## config.mk

```make
export PLATFORM = sky130hd
export DESIGN_NAME = slcal_top
export DESIGN_NICKNAME = d
export VERILOG_FILES = /design/src/rtl/slcal_pkg.sv /design/src/rtl/slcal_tick_if.sv /design/src/rtl/slcal_sleep_tick.sv /design/src/rtl/slcal_top.sv
export SDC_FILE = /design/constraint.sdc
export NUM_CORES = 1
export LEC_CHECK = 0
export ABC_AREA = 1
export BUFFER_PORTS_ARGS = -buffer_cell sky130_fd_sc_hd__buf_2
export CORE_MARGIN = 4
export CORE_UTILIZATION = 30
export CTS_BUF_LIST = sky130_fd_sc_hd__clkbuf_2
export DETAILED_ROUTE_END_ITERATION = 6
export GPL_TIMING_DRIVEN = 0
export PLACE_DENSITY_LB_ADDON = 0.25
export RECOVER_POWER = 50
export SLEW_MARGIN = 20
export SYNTH_ARGS = -nofsm -noshare
export SYNTH_HDL_FRONTEND = slang
export SYNTH_SLANG_ARGS = --single-unit
```

## constraint.sdc

```tcl
create_clock -name aclk -period 1.7 [get_ports aclk]
set_input_delay 0 -clock aclk [delete_from_list [all_inputs] [get_ports aclk]]
set_output_delay 0 -clock aclk [all_outputs]
set_load 0.02 [all_outputs]
```

## src/rtl/slcal_pkg.sv

```systemverilog
// Purpose: shared constants and types of the sleep clock calibration block
// Assumes: 50 MHz aclk, AXI4-Lite register access, 8-bit registers in low bits
// Notes:   register offsets are word indices, byte address is four times the index
package slcal_pkg;

  // bus widths and responses
  localparam int          ADDR_W      = 12;
  localparam int          IDX_W       = 10;
  typedef logic [ADDR_W-1:0] slcal_addr_t;
  typedef logic [31:0]       slcal_data_t;
  typedef logic [IDX_W-1:0]  slcal_idx_t;
  localparam logic [1:0]  RESP_OKAY   = 2'h0;
  localparam logic [1:0]  RESP_SLVERR = 2'h2;

  // register indices
  localparam slcal_idx_t  IDX_SRC_SEL  = 10'h207;
  localparam slcal_idx_t  IDX_CAL_LOW  = 10'h209;
  localparam slcal_idx_t  IDX_CAL_MID  = 10'h20a;
  localparam slcal_idx_t  IDX_STATUS   = 10'h20b;
  localparam slcal_idx_t  IDX_RADIO    = 10'h20f;
  localparam slcal_idx_t  IDX_DIVISOR  = 10'h220;
  localparam slcal_idx_t  IDX_INT_STAT = 10'h300;
  localparam slcal_idx_t  IDX_INT_MASK = 10'h301;

  // field positions
  localparam int          DONE_BIT    = 7;
  localparam int          START_BIT   = 4;
  localparam int          SEL_LSB     = 6;
  localparam int          RADIO_LSB   = 5;
  localparam int          INT_DONE    = 0;

  // field widths and reset values
  localparam int          CNT_W       = 20;
  localparam int          SEL_W       = 2;
  localparam int          DIV_W       = 5;
  localparam int          PER_W       = 4;
  localparam int          EDGE_W      = 31;
  localparam logic [SEL_W-1:0] SEL_RESET = 2'h0;
  localparam logic [DIV_W-1:0] DIV_RESET = 5'h00;
  localparam logic [CNT_W-1:0] CNT_MAX   = 20'hfffff;

  // sleep source codes
  localparam logic [SEL_W-1:0] SRC_INT  = 2'h2;
  localparam logic [SEL_W-1:0] SRC_EXT  = 2'h1;

  // sixteen sleep periods per measurement
  localparam int               PERIODS     = 16;
  localparam logic [PER_W-1:0] LAST_PERIOD = PER_W'(PERIODS - 1);

  // reference tick timing
  localparam int          CLK_PERIOD_NS = 20;
  localparam int          TICK_NS       = 50;
  localparam int          PH_W          = 6;
  localparam logic [PH_W-1:0] PH_STEP   = PH_W'(CLK_PERIOD_NS);
  localparam logic [PH_W-1:0] PH_WRAP   = PH_W'(TICK_NS);

  // calibration control states
  typedef enum logic [2:0] {
    ST_IDLE  = 3'b001,
    ST_ARM   = 3'b010,
    ST_COUNT = 3'b100
  } slcal_state_t;

  // radio state machine codes
  typedef enum logic [2:0] {
    RS_RESET      = 3'h0,
    RS_FILTER_CAL = 3'h1,
    RS_SLEEP      = 3'h2,
    RS_OSC_CAL    = 3'h3,
    RS_TX         = 3'h4,
    RS_RX         = 3'h5,
    RS_RETUNE_A   = 3'h6,
    RS_RETUNE_B   = 3'h7
  } slcal_radio_t;

endpackage : slcal_pkg

```

## src/rtl/slcal_tick_if.sv

```systemverilog
// Purpose: carries sleep source settings down and the sleep tick back up
// Assumes: single aclk domain on both ends
// Notes:   tick is a one-cycle pulse per divided sleep period
`timescale 1ns/100ps
interface slcal_tick_if;
  import slcal_pkg::*;
  logic [SEL_W-1:0] src_sel;
  logic [DIV_W-1:0] divisor;
  logic             tick;
  modport gen  (input src_sel, input divisor, output tick);
  modport user (output src_sel, output divisor, input tick);
endinterface : slcal_tick_if

```

## src/rtl/slcal_sleep_tick.sv

```systemverilog
// Purpose: turns the selected, divided sleep source into a sleep tick pulse
// Assumes: oscillator inputs are asynchronous and much slower than aclk
// Notes:   source code 00 or 11 gives no tick at all
`timescale 1ns/100ps
module slcal_sleep_tick
  import slcal_pkg::*;
(
  input  wire logic   aclk,
  input  wire logic   aresetn,
  input  wire logic   osc_ext,
  input  wire logic   osc_int,
  slcal_tick_if.gen   tif
);

  logic [1:0]        raw;
  logic [1:0]        rise;
  logic              sel_edge;
  logic [EDGE_W-1:0] edge_cnt;
  logic [EDGE_W-1:0] div_mask;
  logic              tick;

  assign raw = {osc_int, osc_ext};

  // three-stage sync
  // a change counts once stages two and three agree
  for (genvar g = 0; g < 2; g++) begin : g_sync
    logic s1, s2, s3, stable;
    always_ff @(posedge aclk) begin
      if (!aresetn) begin
        s1     <= 1'b0;
        s2     <= 1'b0;
        s3     <= 1'b0;
        stable <= 1'b0;
      end else begin
        s1     <= raw[g];
        s2     <= s1;
        s3     <= s2;
        stable <= (s2 == s3) ? s3 : stable;
      end
    end
    assign rise[g] = (s2 == s3) && s3 && !stable;
  end

  assign sel_edge = (tif.src_sel == SRC_INT) ? rise[1] :
                    (tif.src_sel == SRC_EXT) ? rise[0] : 1'b0;

  // divide by two to the n
  assign div_mask = EDGE_W'((32'h1 << tif.divisor) - 32'h1);

  // free-running edge count; phase needs no reset on setting change
  always_ff @(posedge aclk) begin
    if (!aresetn) begin
      edge_cnt <= '0;
      tick     <= 1'b0;
    end else begin
      edge_cnt <= sel_edge ? edge_cnt + 1'b1 : edge_cnt;
      tick     <= sel_edge && ((edge_cnt & div_mask) == '0);
    end
  end

  assign tif.tick = tick;
endmodule : slcal_sleep_tick

```

## src/rtl/slcal_top.sv

```systemverilog
// Purpose: sleep clock calibration counter and radio state readout, AXI4-Lite slave
// Assumes: aclk 50 MHz, synchronous active-low reset, radio state on same clock
// Notes:   counter ticks are 50 ns, generated from aclk by a phase accumulator
//
// Function
// - writing one to start bit 4 begins calibration; bit self-clears when done
// - done flag at bit 7 sets when the count finishes
// - result is a 20-bit counter readable by software
// - counter spans exactly sixteen consecutive sleep tick periods
// - each count step is one 50 ns reference tick
// - measured period follows source selection and divisor settings
// - counter bits 19..16 read in status bits 3..0 at 0x20b
// - read-only 0x20f shows radio state in bits 7..5, rest zero
// - counter bits 7..0 at 0x209, 15..8 at 0x20a, read-only, reset zero
// - source code 10 picks internal oscillator, 01 external crystal
// - selected source divided by two to the divisor; divisor resets zero
`timescale 1ns/100ps
module slcal_top
  import slcal_pkg::*;
(
  input  wire logic                  aclk,
  input  wire logic                  aresetn,
  input  wire slcal_pkg::slcal_addr_t s_axi_awaddr,
  input  wire logic [2:0]            s_axi_awprot,
  input  wire logic                  s_axi_awvalid,
  output logic                       s_axi_awready,
  input  wire slcal_pkg::slcal_data_t s_axi_wdata,
  input  wire logic [3:0]            s_axi_wstrb,
  input  wire logic                  s_axi_wvalid,
  output logic                       s_axi_wready,
  output logic [1:0]                 s_axi_bresp,
  output logic                       s_axi_bvalid,
  input  wire logic                  s_axi_bready,
  input  wire slcal_pkg::slcal_addr_t s_axi_araddr,
  input  wire logic [2:0]            s_axi_arprot,
  input  wire logic                  s_axi_arvalid,
  output logic                       s_axi_arready,
  output slcal_pkg::slcal_data_t     s_axi_rdata,
  output logic [1:0]                 s_axi_rresp,
  output logic                       s_axi_rvalid,
  input  wire logic                  s_axi_rready,
  input  wire logic                  osc_ext,
  input  wire logic                  osc_int,
  input  wire slcal_pkg::slcal_radio_t radio_fsm_state,
  output logic                       irq
);

  // write channel state
  logic             aw_got, w_got;
  slcal_idx_t       wr_idx;
  logic [7:0]       wr_byte;
  logic             wr_lane0;
  // register state
  logic [SEL_W-1:0] sleep_src_select;
  logic [DIV_W-1:0] sleep_divisor;
  logic [7:0]       int_status, int_mask;
  // calibration state
  slcal_state_t     state, next_state;
  logic [CNT_W-1:0] cal_count;
  logic [PER_W-1:0] period_cnt;
  logic             cal_done_flag;
  logic [PH_W-1:0]  phase;
  logic             ref_tick;

  slcal_tick_if tif ();

  slcal_sleep_tick u_tick (
    .aclk    (aclk),
    .aresetn (aresetn),
    .osc_ext (osc_ext),
    .osc_int (osc_int),
    .tif     (tif)
  );

  // settings feed the tick generator live
  assign tif.src_sel = sleep_src_select;
  assign tif.divisor = sleep_divisor;

  // write decode
  wire aw_hs     = s_axi_awvalid && s_axi_awready;
  wire w_hs      = s_axi_wvalid && s_axi_wready;
  wire do_write  = aw_got && w_got && !s_axi_bvalid;
  wire wr_ok     = wr_lane0;
  wire wr_sel    = do_write && wr_ok && (wr_idx == IDX_SRC_SEL);
  wire wr_div    = do_write && wr_ok && (wr_idx == IDX_DIVISOR);
  wire wr_istat  = do_write && wr_ok && (wr_idx == IDX_INT_STAT);
  wire wr_imask  = do_write && wr_ok && (wr_idx == IDX_INT_MASK);
  wire wr_known  = (wr_idx == IDX_SRC_SEL) || (wr_idx == IDX_CAL_LOW) ||
                   (wr_idx == IDX_CAL_MID) || (wr_idx == IDX_STATUS) ||
                   (wr_idx == IDX_RADIO) || (wr_idx == IDX_DIVISOR) ||
                   (wr_idx == IDX_INT_STAT) || (wr_idx == IDX_INT_MASK);
  // reserved bits 6..5 are simply dropped
  wire start_pulse = do_write && wr_ok && (wr_idx == IDX_STATUS) && wr_byte[START_BIT];

  // address and data may come in either order; both are held until the write
  always_ff @(posedge aclk) begin
    if (!aresetn) begin
      aw_got        <= 1'b0;
      s_axi_awready <= 1'b1;
      wr_idx        <= '0;
    end else if (aw_hs) begin
      aw_got        <= 1'b1;
      s_axi_awready <= 1'b0;
      wr_idx        <= s_axi_awaddr[ADDR_W-1:2];
    end else begin
      aw_got        <= do_write ? 1'b0 : aw_got;
      s_axi_awready <= (s_axi_bvalid && s_axi_bready) ? 1'b1 : s_axi_awready;
    end
  end

  always_ff @(posedge aclk) begin
    if (!aresetn) begin
      w_got        <= 1'b0;
      s_axi_wready <= 1'b1;
      wr_byte      <= '0;
      wr_lane0     <= 1'b0;
    end else if (w_hs) begin
      w_got        <= 1'b1;
      s_axi_wready <= 1'b0;
      wr_byte      <= s_axi_wdata[7:0];
      wr_lane0     <= s_axi_wstrb[0];
    end else begin
      w_got        <= do_write ? 1'b0 : w_got;
      s_axi_wready <= (s_axi_bvalid && s_axi_bready) ? 1'b1 : s_axi_wready;
    end
  end

  // write response, unmapped index answers slverr
  always_ff @(posedge aclk) begin
    if (!aresetn) begin
      s_axi_bvalid <= 1'b0;
      s_axi_bresp  <= RESP_OKAY;
    end else if (do_write) begin
      s_axi_bvalid <= 1'b1;
      s_axi_bresp  <= wr_known ? RESP_OKAY : RESP_SLVERR;
    end else if (s_axi_bready) begin
      s_axi_bvalid <= 1'b0;
    end
  end

  always_ff @(posedge aclk) begin
    if (!aresetn) begin
      sleep_src_select <= SEL_RESET;
      sleep_divisor    <= DIV_RESET;
    end else begin
      sleep_src_select <= wr_sel ? wr_byte[SEL_LSB +: SEL_W] : sleep_src_select;
      sleep_divisor    <= wr_div ? wr_byte[DIV_W-1:0] : sleep_divisor;
    end
  end

  // 50 ns reference tick, 2 ticks per 5 clocks
  wire [PH_W-1:0] ph_sum  = phase + PH_STEP;
  wire            ph_wrap = ph_sum >= PH_WRAP;
  always_ff @(posedge aclk) begin
    if (!aresetn) begin
      phase    <= '0;
      ref_tick <= 1'b0;
    end else begin
      phase    <= ph_wrap ? ph_sum - PH_WRAP : ph_sum;
      ref_tick <= ph_wrap;
    end
  end

  // arm on a tick, then count sixteen periods
  wire sl_tick    = tif.tick;
  wire last_tick  = (state == ST_COUNT) && sl_tick && (period_cnt == LAST_PERIOD);
  wire cal_finish = last_tick && !start_pulse;
  always_comb begin
    next_state = state;
    case (state)
      ST_IDLE:  next_state = start_pulse ? ST_ARM : ST_IDLE;
      ST_ARM:   next_state = (!start_pulse && sl_tick) ? ST_COUNT : ST_ARM;
      ST_COUNT: next_state = start_pulse ? ST_ARM : (last_tick ? ST_IDLE : ST_COUNT);
      default:  next_state = ST_IDLE;
    endcase
  end

  always_ff @(posedge aclk) begin
    if (!aresetn) begin
      state <= ST_IDLE;
    end else begin
      state <= next_state;
    end
  end

  always_ff @(posedge aclk) begin
    if (!aresetn || state != ST_COUNT) begin
      period_cnt <= '0;
    end else if (sl_tick) begin
      period_cnt <= period_cnt + 1'b1;
    end
  end

  // 20-bit result, saturates rather than wrap on a stalled source
  always_ff @(posedge aclk) begin
    if (!aresetn || start_pulse) begin
      cal_count <= '0;
    end else if (state == ST_COUNT && ref_tick && cal_count != CNT_MAX) begin
      cal_count <= cal_count + 1'b1;
    end
  end

  always_ff @(posedge aclk) begin
    if (!aresetn || start_pulse) begin
      cal_done_flag <= 1'b0;
    end else if (cal_finish) begin
      cal_done_flag <= 1'b1;
    end
  end

  // interrupt status, write one to clear, a completion beats the clear
  wire [7:0] int_set = {7'h00, cal_finish} << INT_DONE;
  wire [7:0] int_clr = wr_istat ? wr_byte : 8'h00;
  always_ff @(posedge aclk) begin
    if (!aresetn) begin
      int_status <= 8'h00;
      int_mask   <= 8'h00;
      irq        <= 1'b0;
    end else begin
      int_status <= (int_status & ~int_clr) | int_set;
      int_mask   <= wr_imask ? wr_byte : int_mask;
      irq        <= |(int_status & int_mask);
    end
  end

  // start bit reads one while a measurement is under way
  wire cal_start_bit = (state != ST_IDLE);
  wire [7:0] status_byte = {cal_done_flag, 2'h0, cal_start_bit, cal_count[CNT_W-1:16]};
  wire [7:0] radio_byte  = {radio_fsm_state, 5'h00};

  // read decode
  wire        ar_hs  = s_axi_arvalid && s_axi_arready;
  slcal_idx_t rd_idx;
  assign rd_idx = s_axi_araddr[ADDR_W-1:2];
  logic [7:0] rd_byte;
  logic       rd_known;
  always_comb begin
    rd_known = 1'b1;
    if (rd_idx == IDX_SRC_SEL) begin
      rd_byte = {sleep_src_select, 6'h00};
    end else if (rd_idx == IDX_CAL_LOW) begin
      rd_byte = cal_count[7:0];
    end else if (rd_idx == IDX_CAL_MID) begin
      rd_byte = cal_count[15:8];
    end else if (rd_idx == IDX_STATUS) begin
      rd_byte = status_byte;
    end else if (rd_idx == IDX_RADIO) begin
      rd_byte = radio_byte;
    end else if (rd_idx == IDX_DIVISOR) begin
      rd_byte = {3'h0, sleep_divisor};
    end else if (rd_idx == IDX_INT_STAT) begin
      rd_byte = int_status;
    end else if (rd_idx == IDX_INT_MASK) begin
      rd_byte = int_mask;
    end else begin
      rd_byte  = 8'h00;
      rd_known = 1'b0;
    end
  end

  // read data is captured at the address handshake
  always_ff @(posedge aclk) begin
    if (!aresetn) begin
      s_axi_arready <= 1'b1;
      s_axi_rvalid  <= 1'b0;
      s_axi_rdata   <= '0;
      s_axi_rresp   <= RESP_OKAY;
    end else if (ar_hs) begin
      s_axi_arready <= 1'b0;
      s_axi_rvalid  <= 1'b1;
      s_axi_rdata   <= {24'h000000, rd_byte};
      s_axi_rresp   <= rd_known ? RESP_OKAY : RESP_SLVERR;
    end else if (s_axi_rvalid && s_axi_rready) begin
      s_axi_arready <= 1'b1;
      s_axi_rvalid  <= 1'b0;
    end
  end
endmodule : slcal_top

```

==> results of run 1 <==
-- critical path: stages --
cell                            delay, ps
sky130_fd_sc_hd__buf_2                100
sky130_fd_sc_hd__dlygate4sd3_1        590
sky130_fd_sc_hd__inv_2                130
sky130_fd_sc_hd__nand2_1               60
sky130_fd_sc_hd__dlygate4sd3_1        580
sky130_fd_sc_hd__nor3_2               360
sky130_fd_sc_hd__a21oi_1              170
sky130_fd_sc_hd__nand4_1              100
sky130_fd_sc_hd__dlygate4sd3_1        550
sky130_fd_sc_hd__nand2_1               50
sky130_fd_sc_hd__a21oi_1              110
-- cell type report --
class	instances	area share [%]
sequential	134	24.9
clock inverter	15	1.84
inverter	130	4.63
multi-input combinational	878	45.9
antenna	1	0.0227
timing repair buffer	200	14.9
buffer	48	3.21
tap	330	3.74
clock buffer	17	0.771
-- logic make-up (layout without fill, tap and decap cells) --
group | count (synthesis) | after routing | share of synthesized area (%)
simple gates | 630 | 630 | 36.6
fa+ha+maj | 10 | 10 | 1.64
compound gates | 192 | 192 | 13.8
xor+xnor | 20 | 20 | 2.29
other cells | 1 | 27 | 0.0491
buf+inv | 179 | 410 | 10.4
flops | 134 | 134 | 35.1
-- metrics by stage --
step / hold slack, ps / setup TNS, ps / utilization [%]
after floorplan: 97.6 / -60.4 / -
after global placement: 183 / -14660 / 33.7
after detailed placement: 189 / -15410 / 33.7
after CTS: -88.5 / -9010 / 41.5
after global routing: -19.5 / -12040 / 43.9
final: -27.7 / -5970 / 43.9
-- how the worst min path moves through the flow --
stage,slack [ps],end,cells after the start
after global placement,180,u_tick.g_sync[0].s1,3
final,-30,s_axi_rdata[5],6
after CTS,-90,s_axi_rdata[5],8
after detailed placement,190,u_tick.g_sync[0].s1,3
after floorplan,100,u_tick.g_sync[0].s1,2
after global routing,-20,s_axi_rdata[5],6
-- cells in the final DEF (no fill, tap or decap), types with 12 or more instances in the layout --
cell type	count
sky130_fd_sc_hd__xor2_1	18
sky130_fd_sc_hd__clkbuf_2	18
sky130_fd_sc_hd__nor2_4	27
sky130_fd_sc_hd__clkbuf_1	27
sky130_fd_sc_hd__o21ai_0	63
sky130_fd_sc_hd__dfxtp_2	35
sky130_fd_sc_hd__dlygate4sd3_1	69
sky130_fd_sc_hd__nand2_1	208
sky130_fd_sc_hd__buf_2	41
sky130_fd_sc_hd__nand4_1	28
sky130_fd_sc_hd__buf_6	30
sky130_fd_sc_hd__nand2_4	12
sky130_fd_sc_hd__a21oi_1	59
sky130_fd_sc_hd__nand2_2	33
sky130_fd_sc_hd__nor2_1	142
sky130_fd_sc_hd__nor3_1	23
sky130_fd_sc_hd__conb_1	26
sky130_fd_sc_hd__dfxtp_1	92
sky130_fd_sc_hd__nand3_1	82
sky130_fd_sc_hd__a21oi_2	21
sky130_fd_sc_hd__buf_4	72
sky130_fd_sc_hd__inv_1	115
sky130_fd_sc_hd__nor2_2	17
-- registers in the layout, indices dropped and copies added, names as in the netlist, 2 cells and up --
signal and cells:
u_tick.g_sync.stable 2, state 3, u_tick.g_sync.s3 2, cal_count 20, s_axi_rdata 8, u_tick.g_sync.s2 2, int_status 8, sleep_divisor 5
u_tick.edge_cnt 31, wr_idx 10, u_tick.g_sync.s1 2, int_mask 8, phase 5, sleep_src_select 2, wr_byte 8, period_cnt 4
-- per-layer routing --
layer | GRT usage, % | vias to the layer above | share of wire [%]
li1 | - | 4319 | -
met1 | 22.6 | 3953 | 45
met2 | 31.2 | 212 | 49
met3 | 3.16 | 40 | 4.5
met4 | 5.05 | 0 | 2.0
met5 | 0 | - | 0
-- repair_timing --
action / in CTS / in global routing
gates resized for setup: 150 / 174
hold endpoints to repair: 51 / 3
pin swaps: 45 / 45
hold buffers: 70 / 3
setup buffers: 59 / 29
setup endpoints to repair: 61 / 93
cloned: 3 / 0
-- power breakdown --
group | internal (mW) | switching [mW] | total (mW)
Sequential | 3.29 | 0.104 | 3.39
Clock | 0.778 | 1.50 | 2.28
Combinational | 0.496 | 0.617 | 1.11
==> flow_metrics.tcl, run 1 <==
set metrics [dict create \
    route.detailed.wl_per_inst_um 14.8 \
    cts_root_buf "sky130_fd_sc_hd__clkbuf_2" \
    synthDominantCellAreaShare_pct 35.1 \
    via_count_of_the_first_global_routing_pass 8056 \
    worstSetupStartpointType "input port" \
    worst_setup_path_category "input port to flop" \
    drt_first_pass_iters 5 \
    hp-class "input port to flop" \
    cts.sink_count 134 \
    die-area_um2 28100 \
    clk_transition_reported_paths_ps 250 \
    worst_slew_pin_slew_ps 763 \
    r2r_slack_ps -400 \
    initial_core_util_pct 30.4 \
    critical_path.reg2reg.endpoint "u_tick.tif.tick" \
    peak_supply_drop_mv 0.469 \
    numPlacedInstances 1577 \
    finalSetupViolations 61 \
    fillerInstances 2626 \
    maxSlewHeadroom_pct 49.1 \
    fin_ws_ps -427 \
    drc 0 \
    worstPathRequired_ps 2380 \
    worst_hold_startpoint "s_axi_araddr[2]" \
    synth_common_cells "246 x sky130_fd_sc_hd__nand2_1, 172 x sky130_fd_sc_hd__nor2_1, 134 x sky130_fd_sc_hd__dfxtp_1" \
    outcome "finished with violations" \
    total_routed_length_um 25900 \
    period_needed_ps 2130 \
    multi_input_comb_area_um2 5070 \
    cts_made_buffers 17 \
    synthesis.area_um2 7640 \
    r2r_start "sleep_divisor[0]" \
    number_of_primary_i_o_pins 120 \
    timing.reg2reg.worst_path_depth 17 \
    synth_enable_flop_cells 0 \
    ys_ff_latch 134 \
    yosys_most_used_dff "sky130_fd_sc_hd__dfxtp_1" \
    fin_worst_hold_slack_ps -27.7 \
    worstSkewPairLatency_ps 750 \
    grt_max_degree 17 \
    fmax_ghz 0.470 \
    grt_util_all_layers_pct 17.9 \
    die-height_um 168 \
    layout-drive-gt1-share_pct 28.7 \
    worst_ep_arrival_time_ps 2810 \
    synth_async_sr_flop_share_pct 0 \
    postPlaceCellArea_um2 8460 \
    grt_first_pass_wirelength_um 41000 \
    chipWidth_um 168 \
    nets 1497 \
    final_min_period_over_clock_period_pct 125 \
    pwr_density_cell_nw_per_um2 614 \
    power.leakage_nw 4.60 \
    routabilityCongestion 0.936 \
    post_synth_main_area_contributors "sky130_fd_sc_hd__dfxtp_1 35%, sky130_fd_sc_hd__nand2_1 12%, sky130_fd_sc_hd__nor2_1 8.4%, sky130_fd_sc_hd__nand3_1 6.1%, sky130_fd_sc_hd__inv_1 6.0%" \
    synth.yosys.warnings 0 \
    dr_total_vias 8524 \
    area.growth.synth_to_final_pct 44.4 \
    failed_checks "hold timing, setup timing" \
    cts_tree "yes" \
    placement.io_buffers 56 \
    core_um2 25100 \
    grt_antenna_before_repair 1 \
    post-place-ws_ps -581 \
    ys_seq_area_share_pct 35.1 \
    placementRows 58 \
    yosysUniqueCellTypes 43 \
    max-cap-violations 0 \
    cts_max_level 4 \
    finalInstanceArea_um2 11000 \
    drt_iter0_drc 582 \
    timing_max_transition_violations_final 0 \
    post_layout_nonfiller_instances 1753 \
    critPathCapture "s_axi_rdata[6]" \
    synth_area_per_cell_um2 6.55 \
    postSynthCellCount 1166 \
    postRouteAntennaNets 0 \
    viasPerCell 4.86 \
    post_detail_place_hpwl_um 18100 \
    unrepaired_setup_endpoints_after_global_routing "yes" \
    worst-path-max-fanout 6 \
    layout.area.seq_um2 2750 \
    synth_largest_area_cell "sky130_fd_sc_hd__dfxtp_1" \
    global_route.overflow_total 0 \
    clock_tree.buffer_depth 2 \
    timing.clock.skew_ps 67.5 \
    startpoint "s_axi_araddr[2]" \
    synth_most_common_cell "sky130_fd_sc_hd__nand2_1" \
    report.final.hold_viol_count 1 \
    total_power_mw 6.78 \
    timing.critical_path.to_type "flop" \
]
(Power assumes the default switching activity.)
==> run 2, diff against run 1 <==
CELL_PAD_IN_SITES_DETAIL_PLACEMENT = 1   (was not set)
CELL_PAD_IN_SITES_GLOBAL_PLACEMENT = 2   (was not set)
CORE_UTILIZATION = 29   (was 30)
==> run 2 against run 1 <==
The flow finishes with violations (setup timing). Final area grew 1.1%. Clock-buffer cell count up 1. Critical path depth is 1 higher. Clock power shrank 11%. Hold slack improved by 56 ps. First-iteration DRC count shrank 33%. Via count grew 1.7%. Die area grew 3.3%. Utilization decreased by 0.99 points. Clock skew barely moved. Non-clock buffer count rose by 19. Critical path type is now flop to flop. Critical endpoint is now u_tick.tif.tick. Largest cell class unchanged.
==> flow_metrics.tcl, run 2 (synthesized netlist as in run 1, its figures left out) <==
set metrics [dict create \
    outcome "finished with violations" \
    failed_checks "setup timing" \
    initial_core_util_pct 29.4 \
    maxSlewHeadroom_pct 44.8 \
    max-cap-violations 0 \
    fmax_ghz 0.472 \
    clk_transition_reported_paths_ps 250 \
    die-height_um 170 \
    viasPerCell 4.88 \
    worstSetupStartpointType "flop" \
    drt_first_pass_iters 5 \
    number_of_primary_i_o_pins 120 \
    die-area_um2 29000 \
    cts_tree "yes" \
    final_min_period_over_clock_period_pct 125 \
    total_routed_length_um 30100 \
    period_needed_ps 2120 \
    critical-path-max-stage-delay_ps 560 \
    numPlacedInstances 1582 \
    nets 1516 \
    area.growth.synth_to_final_pct 46.0 \
    worst-path-max-fanout 6 \
    fillerInstances 3298 \
    cts_root_buf "sky130_fd_sc_hd__clkbuf_2" \
    placementRows 59 \
    worstSkewPairLatency_ps 730 \
    pwr_density_cell_nw_per_um2 593 \
    multi_input_comb_area_um2 5080 \
    finalSetupViolations 41 \
    cts_max_level 4 \
    largest_register_ffs 31 \
    timing.clock.skew_ps 67.8 \
    timing_max_transition_violations_final 0 \
    worst_ep_arrival_time_ps 2810 \
    dr_total_vias 8672 \
    regMostFlops "u_tick.edge_cnt" \
    clock_tree.buffer_depth 2 \
    grt_max_degree 17 \
    core_um2 26000 \
    via_count_of_the_first_global_routing_pass 8723 \
    timing.critical_path.to_type "flop" \
    worst_setup_path_category "flop to flop" \
    commonest_non_fill_non_tap_cell_in_the_layout "sky130_fd_sc_hd__nand2_1" \
    mostFrequentLayoutCells "209 x sky130_fd_sc_hd__nand2_1, 143 x sky130_fd_sc_hd__nor2_1, 108 x sky130_fd_sc_hd__inv_1" \
    total_power_mw 6.61 \
    drt_iter0_drc 390 \
    cts.sink_count 134 \
    worst_slew_pin_slew_ps 828 \
    hp-class "input port to flop" \
    timing.critical_path.slowest_stage_cell "sky130_fd_sc_hd__dfxtp_1" \
    fin_ws_ps -420 \
    unrepaired_setup_endpoints_after_global_routing "yes" \
    post_detail_place_hpwl_um 21000 \
    layout.area.seq_um2 2770 \
    timing.critical_path.cells "inv_2, nand2_1, nor2_1, nor2_1, nand2_1, nor2_1, nand3_1, nand2_1, nor2_1, nor2_1, nand3_1, nor2_1" \
    layout-drive-gt1-share_pct 30.5 \
    report.final.hold_viol_count 0 \
    chipWidth_um 170 \
    power.leakage_nw 4.78 \
    route.detailed.wl_per_inst_um 16.9 \
    global_route.overflow_total 0 \
    cp_common_cell "sky130_fd_sc_hd__nor2_1" \
    postRouteAntennaNets 0 \
    routabilityCongestion 0.861 \
    placement.io_buffers 56 \
    peak_supply_drop_mv 0.365 \
    grt_first_pass_wirelength_um 46700 \
    post_layout_nonfiller_instances 1777 \
    cts_made_buffers 17 \
    drc 0 \
    worstPathRequired_ps 2390 \
    grt_antenna_before_repair 1 \
    grt_util_all_layers_pct 20.2 \
    largest_registers "u_tick.edge_cnt x31, cal_count x20, wr_idx x10" \
]
==> run 2: cell types whose count changed in the layout (fill, tap and decap cells not counted), sizes merged <==
cell | before | now
buf | 150 | 173
bufinv | 2 | 1
clkbuf | 46 | 47
clkinvlp | 1 | 4
dlygate4sd3 | 69 | 64
dlymetal6s4s | 0 | 1
inv | 137 | 134
==> run 2: where the power goes <==
part | switching, mW | internal (mW) | leakage, nW | total, mW
clock network | 1.44 | 0.580 | 0.139 | 2.02
logic | 0.651 | 0.534 | 3.53 | 1.19
registers | 0.129 | 3.28 | 1.11 | 3.41
==> run 2: layout make-up <==
type                       count  area share, %
tap                          335           3.76
sequential                   134           24.8
clock inverter                14           1.26
buffer                        49           3.16
multi-input combinational    878           45.5
timing repair buffer         218           16.0
clock buffer                  18          0.807
inverter                     130           4.64
antenna                        1         0.0224
==> run 2: through the flow <==
| step | hold WS (ps) | area, um^2 | setup slack, ps | util (%) | setup TNS [ps] |
|---|---|---|---|---|---|
| after global routing | 13.1 | 11200 | -596 | 43.0 | -11140 |
| after global placement | 185 | 8460 | -565 | 32.6 | -17470 |
| after CTS | 10.9 | 10500 | -442 | 40.6 | -7990 |
| after detailed placement | 192 | 8460 | -647 | 32.6 | -19670 |
| final | 28.6 | 11200 | -420 | 43.0 | -5470 |
| after floorplan | 97.6 | 7760 | -60.4 | - | -60.4 |
==> run 2: path summary, 6_finish.rpt <==
check / startpoint / endpoint / slack (ps) / depth (start not counted)
worst max-delay path: sleep_divisor[1] / u_tick.tif.tick / -420 / 12
worst min-delay path: aresetn / state[1] / 30 / 4
worst max register to register: sleep_divisor[1] / u_tick.tif.tick / -420 / 12
worst min register to register: u_tick.g_sync[0].s1 / u_tick.g_sync[0].s2 / 440 / 2
==> run 2: worst max-delay path: cells and delay by family, from the launching register on <==
family / cells / cell delay, ps
AND/OR/NAND/NOR: 11 / 1430
flip-flops: 1 / 560
buffers and inverters: 1 / 130
==> run 2: metal layers <==
layer,track usage (%),vias to the layer above,share of wire (%)
met5,0,-,0
met4,5.14,0,1.8
met3,2.65,39,2.9
met2,34.8,155,48
met1,26.7,4137,47
li1,-,4341,-
==> run 2: timing repair <==
item | 4_1_cts | 5_1_grt
hold endpoints to repair | 44 | 0
resized for setup | 185 | 155
gates cloned | 3 | 0
setup buffers | 65 | 42
pin swaps | 45 | 43
hold buffers | 65 | 0
setup endpoints to repair | 73 | 84
==> run 3, diff against run 2 <==
SYNTH_HIERARCHICAL = 1   (was not set)
==> run 3 against run 2 <==
Critical endpoint is now u_tick/tif.tick. Flip-flop and latch count is the same. Synthesized cell count grew 7.4%. Non-clock buffer count shrank 1. Highest routed layer unchanged. Clock-buffer cell count shrank 1. The flow still finishes with violations (setup timing).
==> flow_metrics.tcl, run 3 <==
set metrics [dict create \
    max-cap-violations 0 \
    synth-compound-area-share_pct 13.4 \
    hp-class "input port to flop" \
    worstPathRequired_ps 2330 \
    worstSetupStartpointType "flop" \
    routabilityCongestion 0.840 \
    postRouteAntennaNets 0 \
    core_um2 27200 \
    worst_slew_pin_slew_ps 667 \
    timing.critical_path.cells "nor2_4, buf_6, nand3_4, ha_4, inv_2, nand2_2, nand3_2, nor2_1, nand2_1, nor2_1, nand3_1, nor2_1, nand4_1, nor2_1, nand3_1, nor2_4" \
    drt_iter0_drc 386 \
    maxSlewHeadroom_pct 55.5 \
    multi_input_comb_area_um2 5210 \
    failed_checks "setup timing" \
    grt_util_all_layers_pct 18.4 \
    synth_most_common_cell "sky130_fd_sc_hd__nand2_1" \
    yosys_most_used_dff "sky130_fd_sc_hd__dfxtp_1" \
    outcome "finished with violations" \
    cts_tree "yes" \
    synth_area_per_cell_um2 6.45 \
    cts_root_buf "sky130_fd_sc_hd__clkbuf_2" \
    global_route.overflow_total 0 \
    cp_common_cell "sky130_fd_sc_hd__nor2_1" \
    timing.critical_path.slowest_stage_cell "sky130_fd_sc_hd__dfxtp_4" \
    clock_tree.buffer_depth 2 \
    worst_ep_arrival_time_ps 2870 \
    synthDominantCellAreaShare_pct 33.2 \
    nets 1592 \
    synth_enable_flop_cells 0 \
    yosys.area_share.simple_pct 37.4 \
    fin_ws_ps -538 \
    placementRows 60 \
    unrepaired_setup_endpoints_after_global_routing "yes" \
    grt_antenna_before_repair 1 \
    power.leakage_nw 5.00 \
    clk_transition_reported_paths_ps 210 \
    die-height_um 175 \
    fillerInstances 3542 \
    largest_register_ffs 31 \
    worstSkewPairLatency_ps 750 \
    synth.yosys.warnings 6 \
    report.final.hold_viol_count 0 \
    period_needed_ps 2240 \
    timing.clock.skew_ps 66.0 \
    r2r_slack_ps -540 \
    die-area_um2 30600 \
    area.growth.synth_to_final_pct 41.8 \
    synth_async_sr_flop_share_pct 0 \
    share_of_the_core_filled_with_cells_in_the_final_layout_pct 42.2 \
    ys_ff_latch 134 \
    chipWidth_um 175 \
    via_count_of_the_first_global_routing_pass 8802 \
    cp_num_buf_inv 2 \
    total_routed_length_um 29600 \
    grtUsageMet2_pct 31.5 \
    mostFrequentLayoutCells "253 x sky130_fd_sc_hd__nand2_1, 141 x sky130_fd_sc_hd__nor2_1, 133 x sky130_fd_sc_hd__inv_1" \
    synth_largest_area_cell "sky130_fd_sc_hd__dfxtp_1" \
    globalRoute.busiestLayer "met2" \
    layout.area.seq_um2 2790 \
    layout-drive-gt1-share_pct 27.6 \
    fmax_ghz 0.447 \
    kind_of_cell_adding_the_most_delay_to_the_critical_path "simple AND/OR/NAND/NOR gates" \
    post_synth_main_area_contributors "sky130_fd_sc_hd__dfxtp_1 33%, sky130_fd_sc_hd__nand2_1 13%, sky130_fd_sc_hd__nor2_1 7.7%, sky130_fd_sc_hd__inv_1 6.7%, sky130_fd_sc_hd__nand3_1 6.4%" \
    final_min_period_over_clock_period_pct 132 \
    drc 0 \
    regMostFlops "u_tick/edge_cnt" \
    combinational_family_with_the_most_area_after_synthesis "simple AND/OR/NAND/NOR gates" \
    post_detail_place_hpwl_um 20800 \
    initial_core_util_pct 29.7 \
    worst_setup_path_category "flop to flop" \
    drt_first_pass_iters 7 \
    peak_supply_drop_mv 0.336 \
    postSynthCellCount 1252 \
    use_met1_pct 25.1 \
    met3_resource_use_gr_pct 1.93 \
    finalSetupViolations 26 \
    grt_first_pass_wirelength_um 45800 \
    synth_common_cells "290 x sky130_fd_sc_hd__nand2_1, 166 x sky130_fd_sc_hd__nor2_1, 144 x sky130_fd_sc_hd__inv_1" \
    timing.setup.tns_ps -2380 \
    placement.io_buffers 56 \
    viasPerCell 4.78 \
    cts.sink_count 134 \
    dr_total_vias 9025 \
    timing.critical_path.to_type "flop" \
    synthXorXnorAreaFrac_pct 2.49 \
    critical-path-max-stage-delay_ps 400 \
    timing_max_transition_violations_final 0 \
    synth-adder-area-share_pct 1.55 \
    post_synth_mux_area_share_pct 0 \
    cts_max_level 4 \
    synthesis.area_um2 8080 \
    cts_made_buffers 17 \
    pwr_density_cell_nw_per_um2 592 \
    number_of_primary_i_o_pins 120 \
    largest_registers "u_tick/edge_cnt x31, cal_count x20, wr_idx x10" \
    commonest_non_fill_non_tap_cell_in_the_layout "sky130_fd_sc_hd__nand2_1" \
    yosysUniqueCellTypes 49 \
    grt_max_degree 17 \
    total_power_mw 6.78 \
    route.detailed.wl_per_inst_um 15.6 \
    ys_seq_area_share_pct 33.2 \
    worst-path-max-fanout 4 \
]
==> run 3: cell count changes after synthesis, sizes merged, moves of 6 or more <==
cell / previous run / this run
nand4: 28 / 35
nand2: 253 / 298
inv: 128 / 154
o21ai: 77 / 56
a211oi: 5 / 11
nor2: 186 / 177
a21oi: 80 / 100
nand3: 99 / 105
==> run 3: path summary, 6_finish.rpt <==
path                                     startpoint             endpoint  depth (start not counted)
worst max-delay path               sleep_divisor[3]      u_tick/tif.tick                         16
worst min-delay path                s_axi_araddr[9]       s_axi_rdata[0]                         10
worst max register to register     sleep_divisor[3]      u_tick/tif.tick                         16
worst min register to register  u_tick/g_sync[0].s1  u_tick/g_sync[0].s2                          2
==> run 3: area by class of cell <==
class                           instances  area share [%]
Antenna cell                            1          0.0218
Clock inverter                         15            1.67
Timing Repair Buffer                  210            14.8
Inverter                              156            5.37
Sequential cell                       134            24.4
Clock buffer                           17           0.743
Tap cell                              372            4.06
Multi-Input combinational cell        929            45.5
Buffer                                 56            3.53
==> run 3: logic make-up after synthesis <==
logic type / Yosys count
AO/OA/AOI/OAI: 194
buffers and inverters: 214
AND/OR/NAND/NOR: 676
flip-flops: 134
XOR/XNOR: 23
other: 1
adder cells (fa/ha/maj): 10
==> run 3: power breakdown <==
group / internal (mW) / total (mW) / switching [mW]
sequential: 3.25 / 3.35 / 0.0954
clock: 0.863 / 2.31 / 1.45
combinational: 0.470 / 1.12 / 0.648
total: 4.59 / 6.78 / 2.19
==> run 3: metrics by stage <==
step           instance area [um^2]  instances  worst slack [ps]  hold slack (ps)
3_5_place_dp                   8950       1705              -849              197
5_1_grt                       11500       1890              -651             62.3
2_1_floorplan                  8210       1277              -161             97.6
6_report                      11500       1890              -538              107
3_3_place_gp                   8950       1705              -915              181
4_1_cts                       10500       1843              -534             16.4
==> run 3: per-layer routing <==
metal	vias to the layer above	routed length, um
li1	4554	-
met1	4335	14200
met2	118	14500
met3	18	641
met4	0	251
met5	-	0
==> run 3: what timing repair did <==
action                                  CTS  global route
hold endpoints to repair                 75             0
hold buffers                             67             0
endpoints found under the setup margin   73            88
pin swaps                                24            68
cloned                                    0             4
resized for setup                       100           195
setup buffers                            41            44
==> run 3: tightest hold or removal path, cell delays in order <==
cell,delay [ps]
sky130_fd_sc_hd__buf_2,80
sky130_fd_sc_hd__nor2_1,50
sky130_fd_sc_hd__nand2_1,50
sky130_fd_sc_hd__nand3b_1,150
sky130_fd_sc_hd__nor2_1,50
sky130_fd_sc_hd__nor2_1,80
sky130_fd_sc_hd__nand2_1,80
sky130_fd_sc_hd__nand3_1,80
sky130_fd_sc_hd__nand2_1,60
sky130_fd_sc_hd__a21oi_1,110
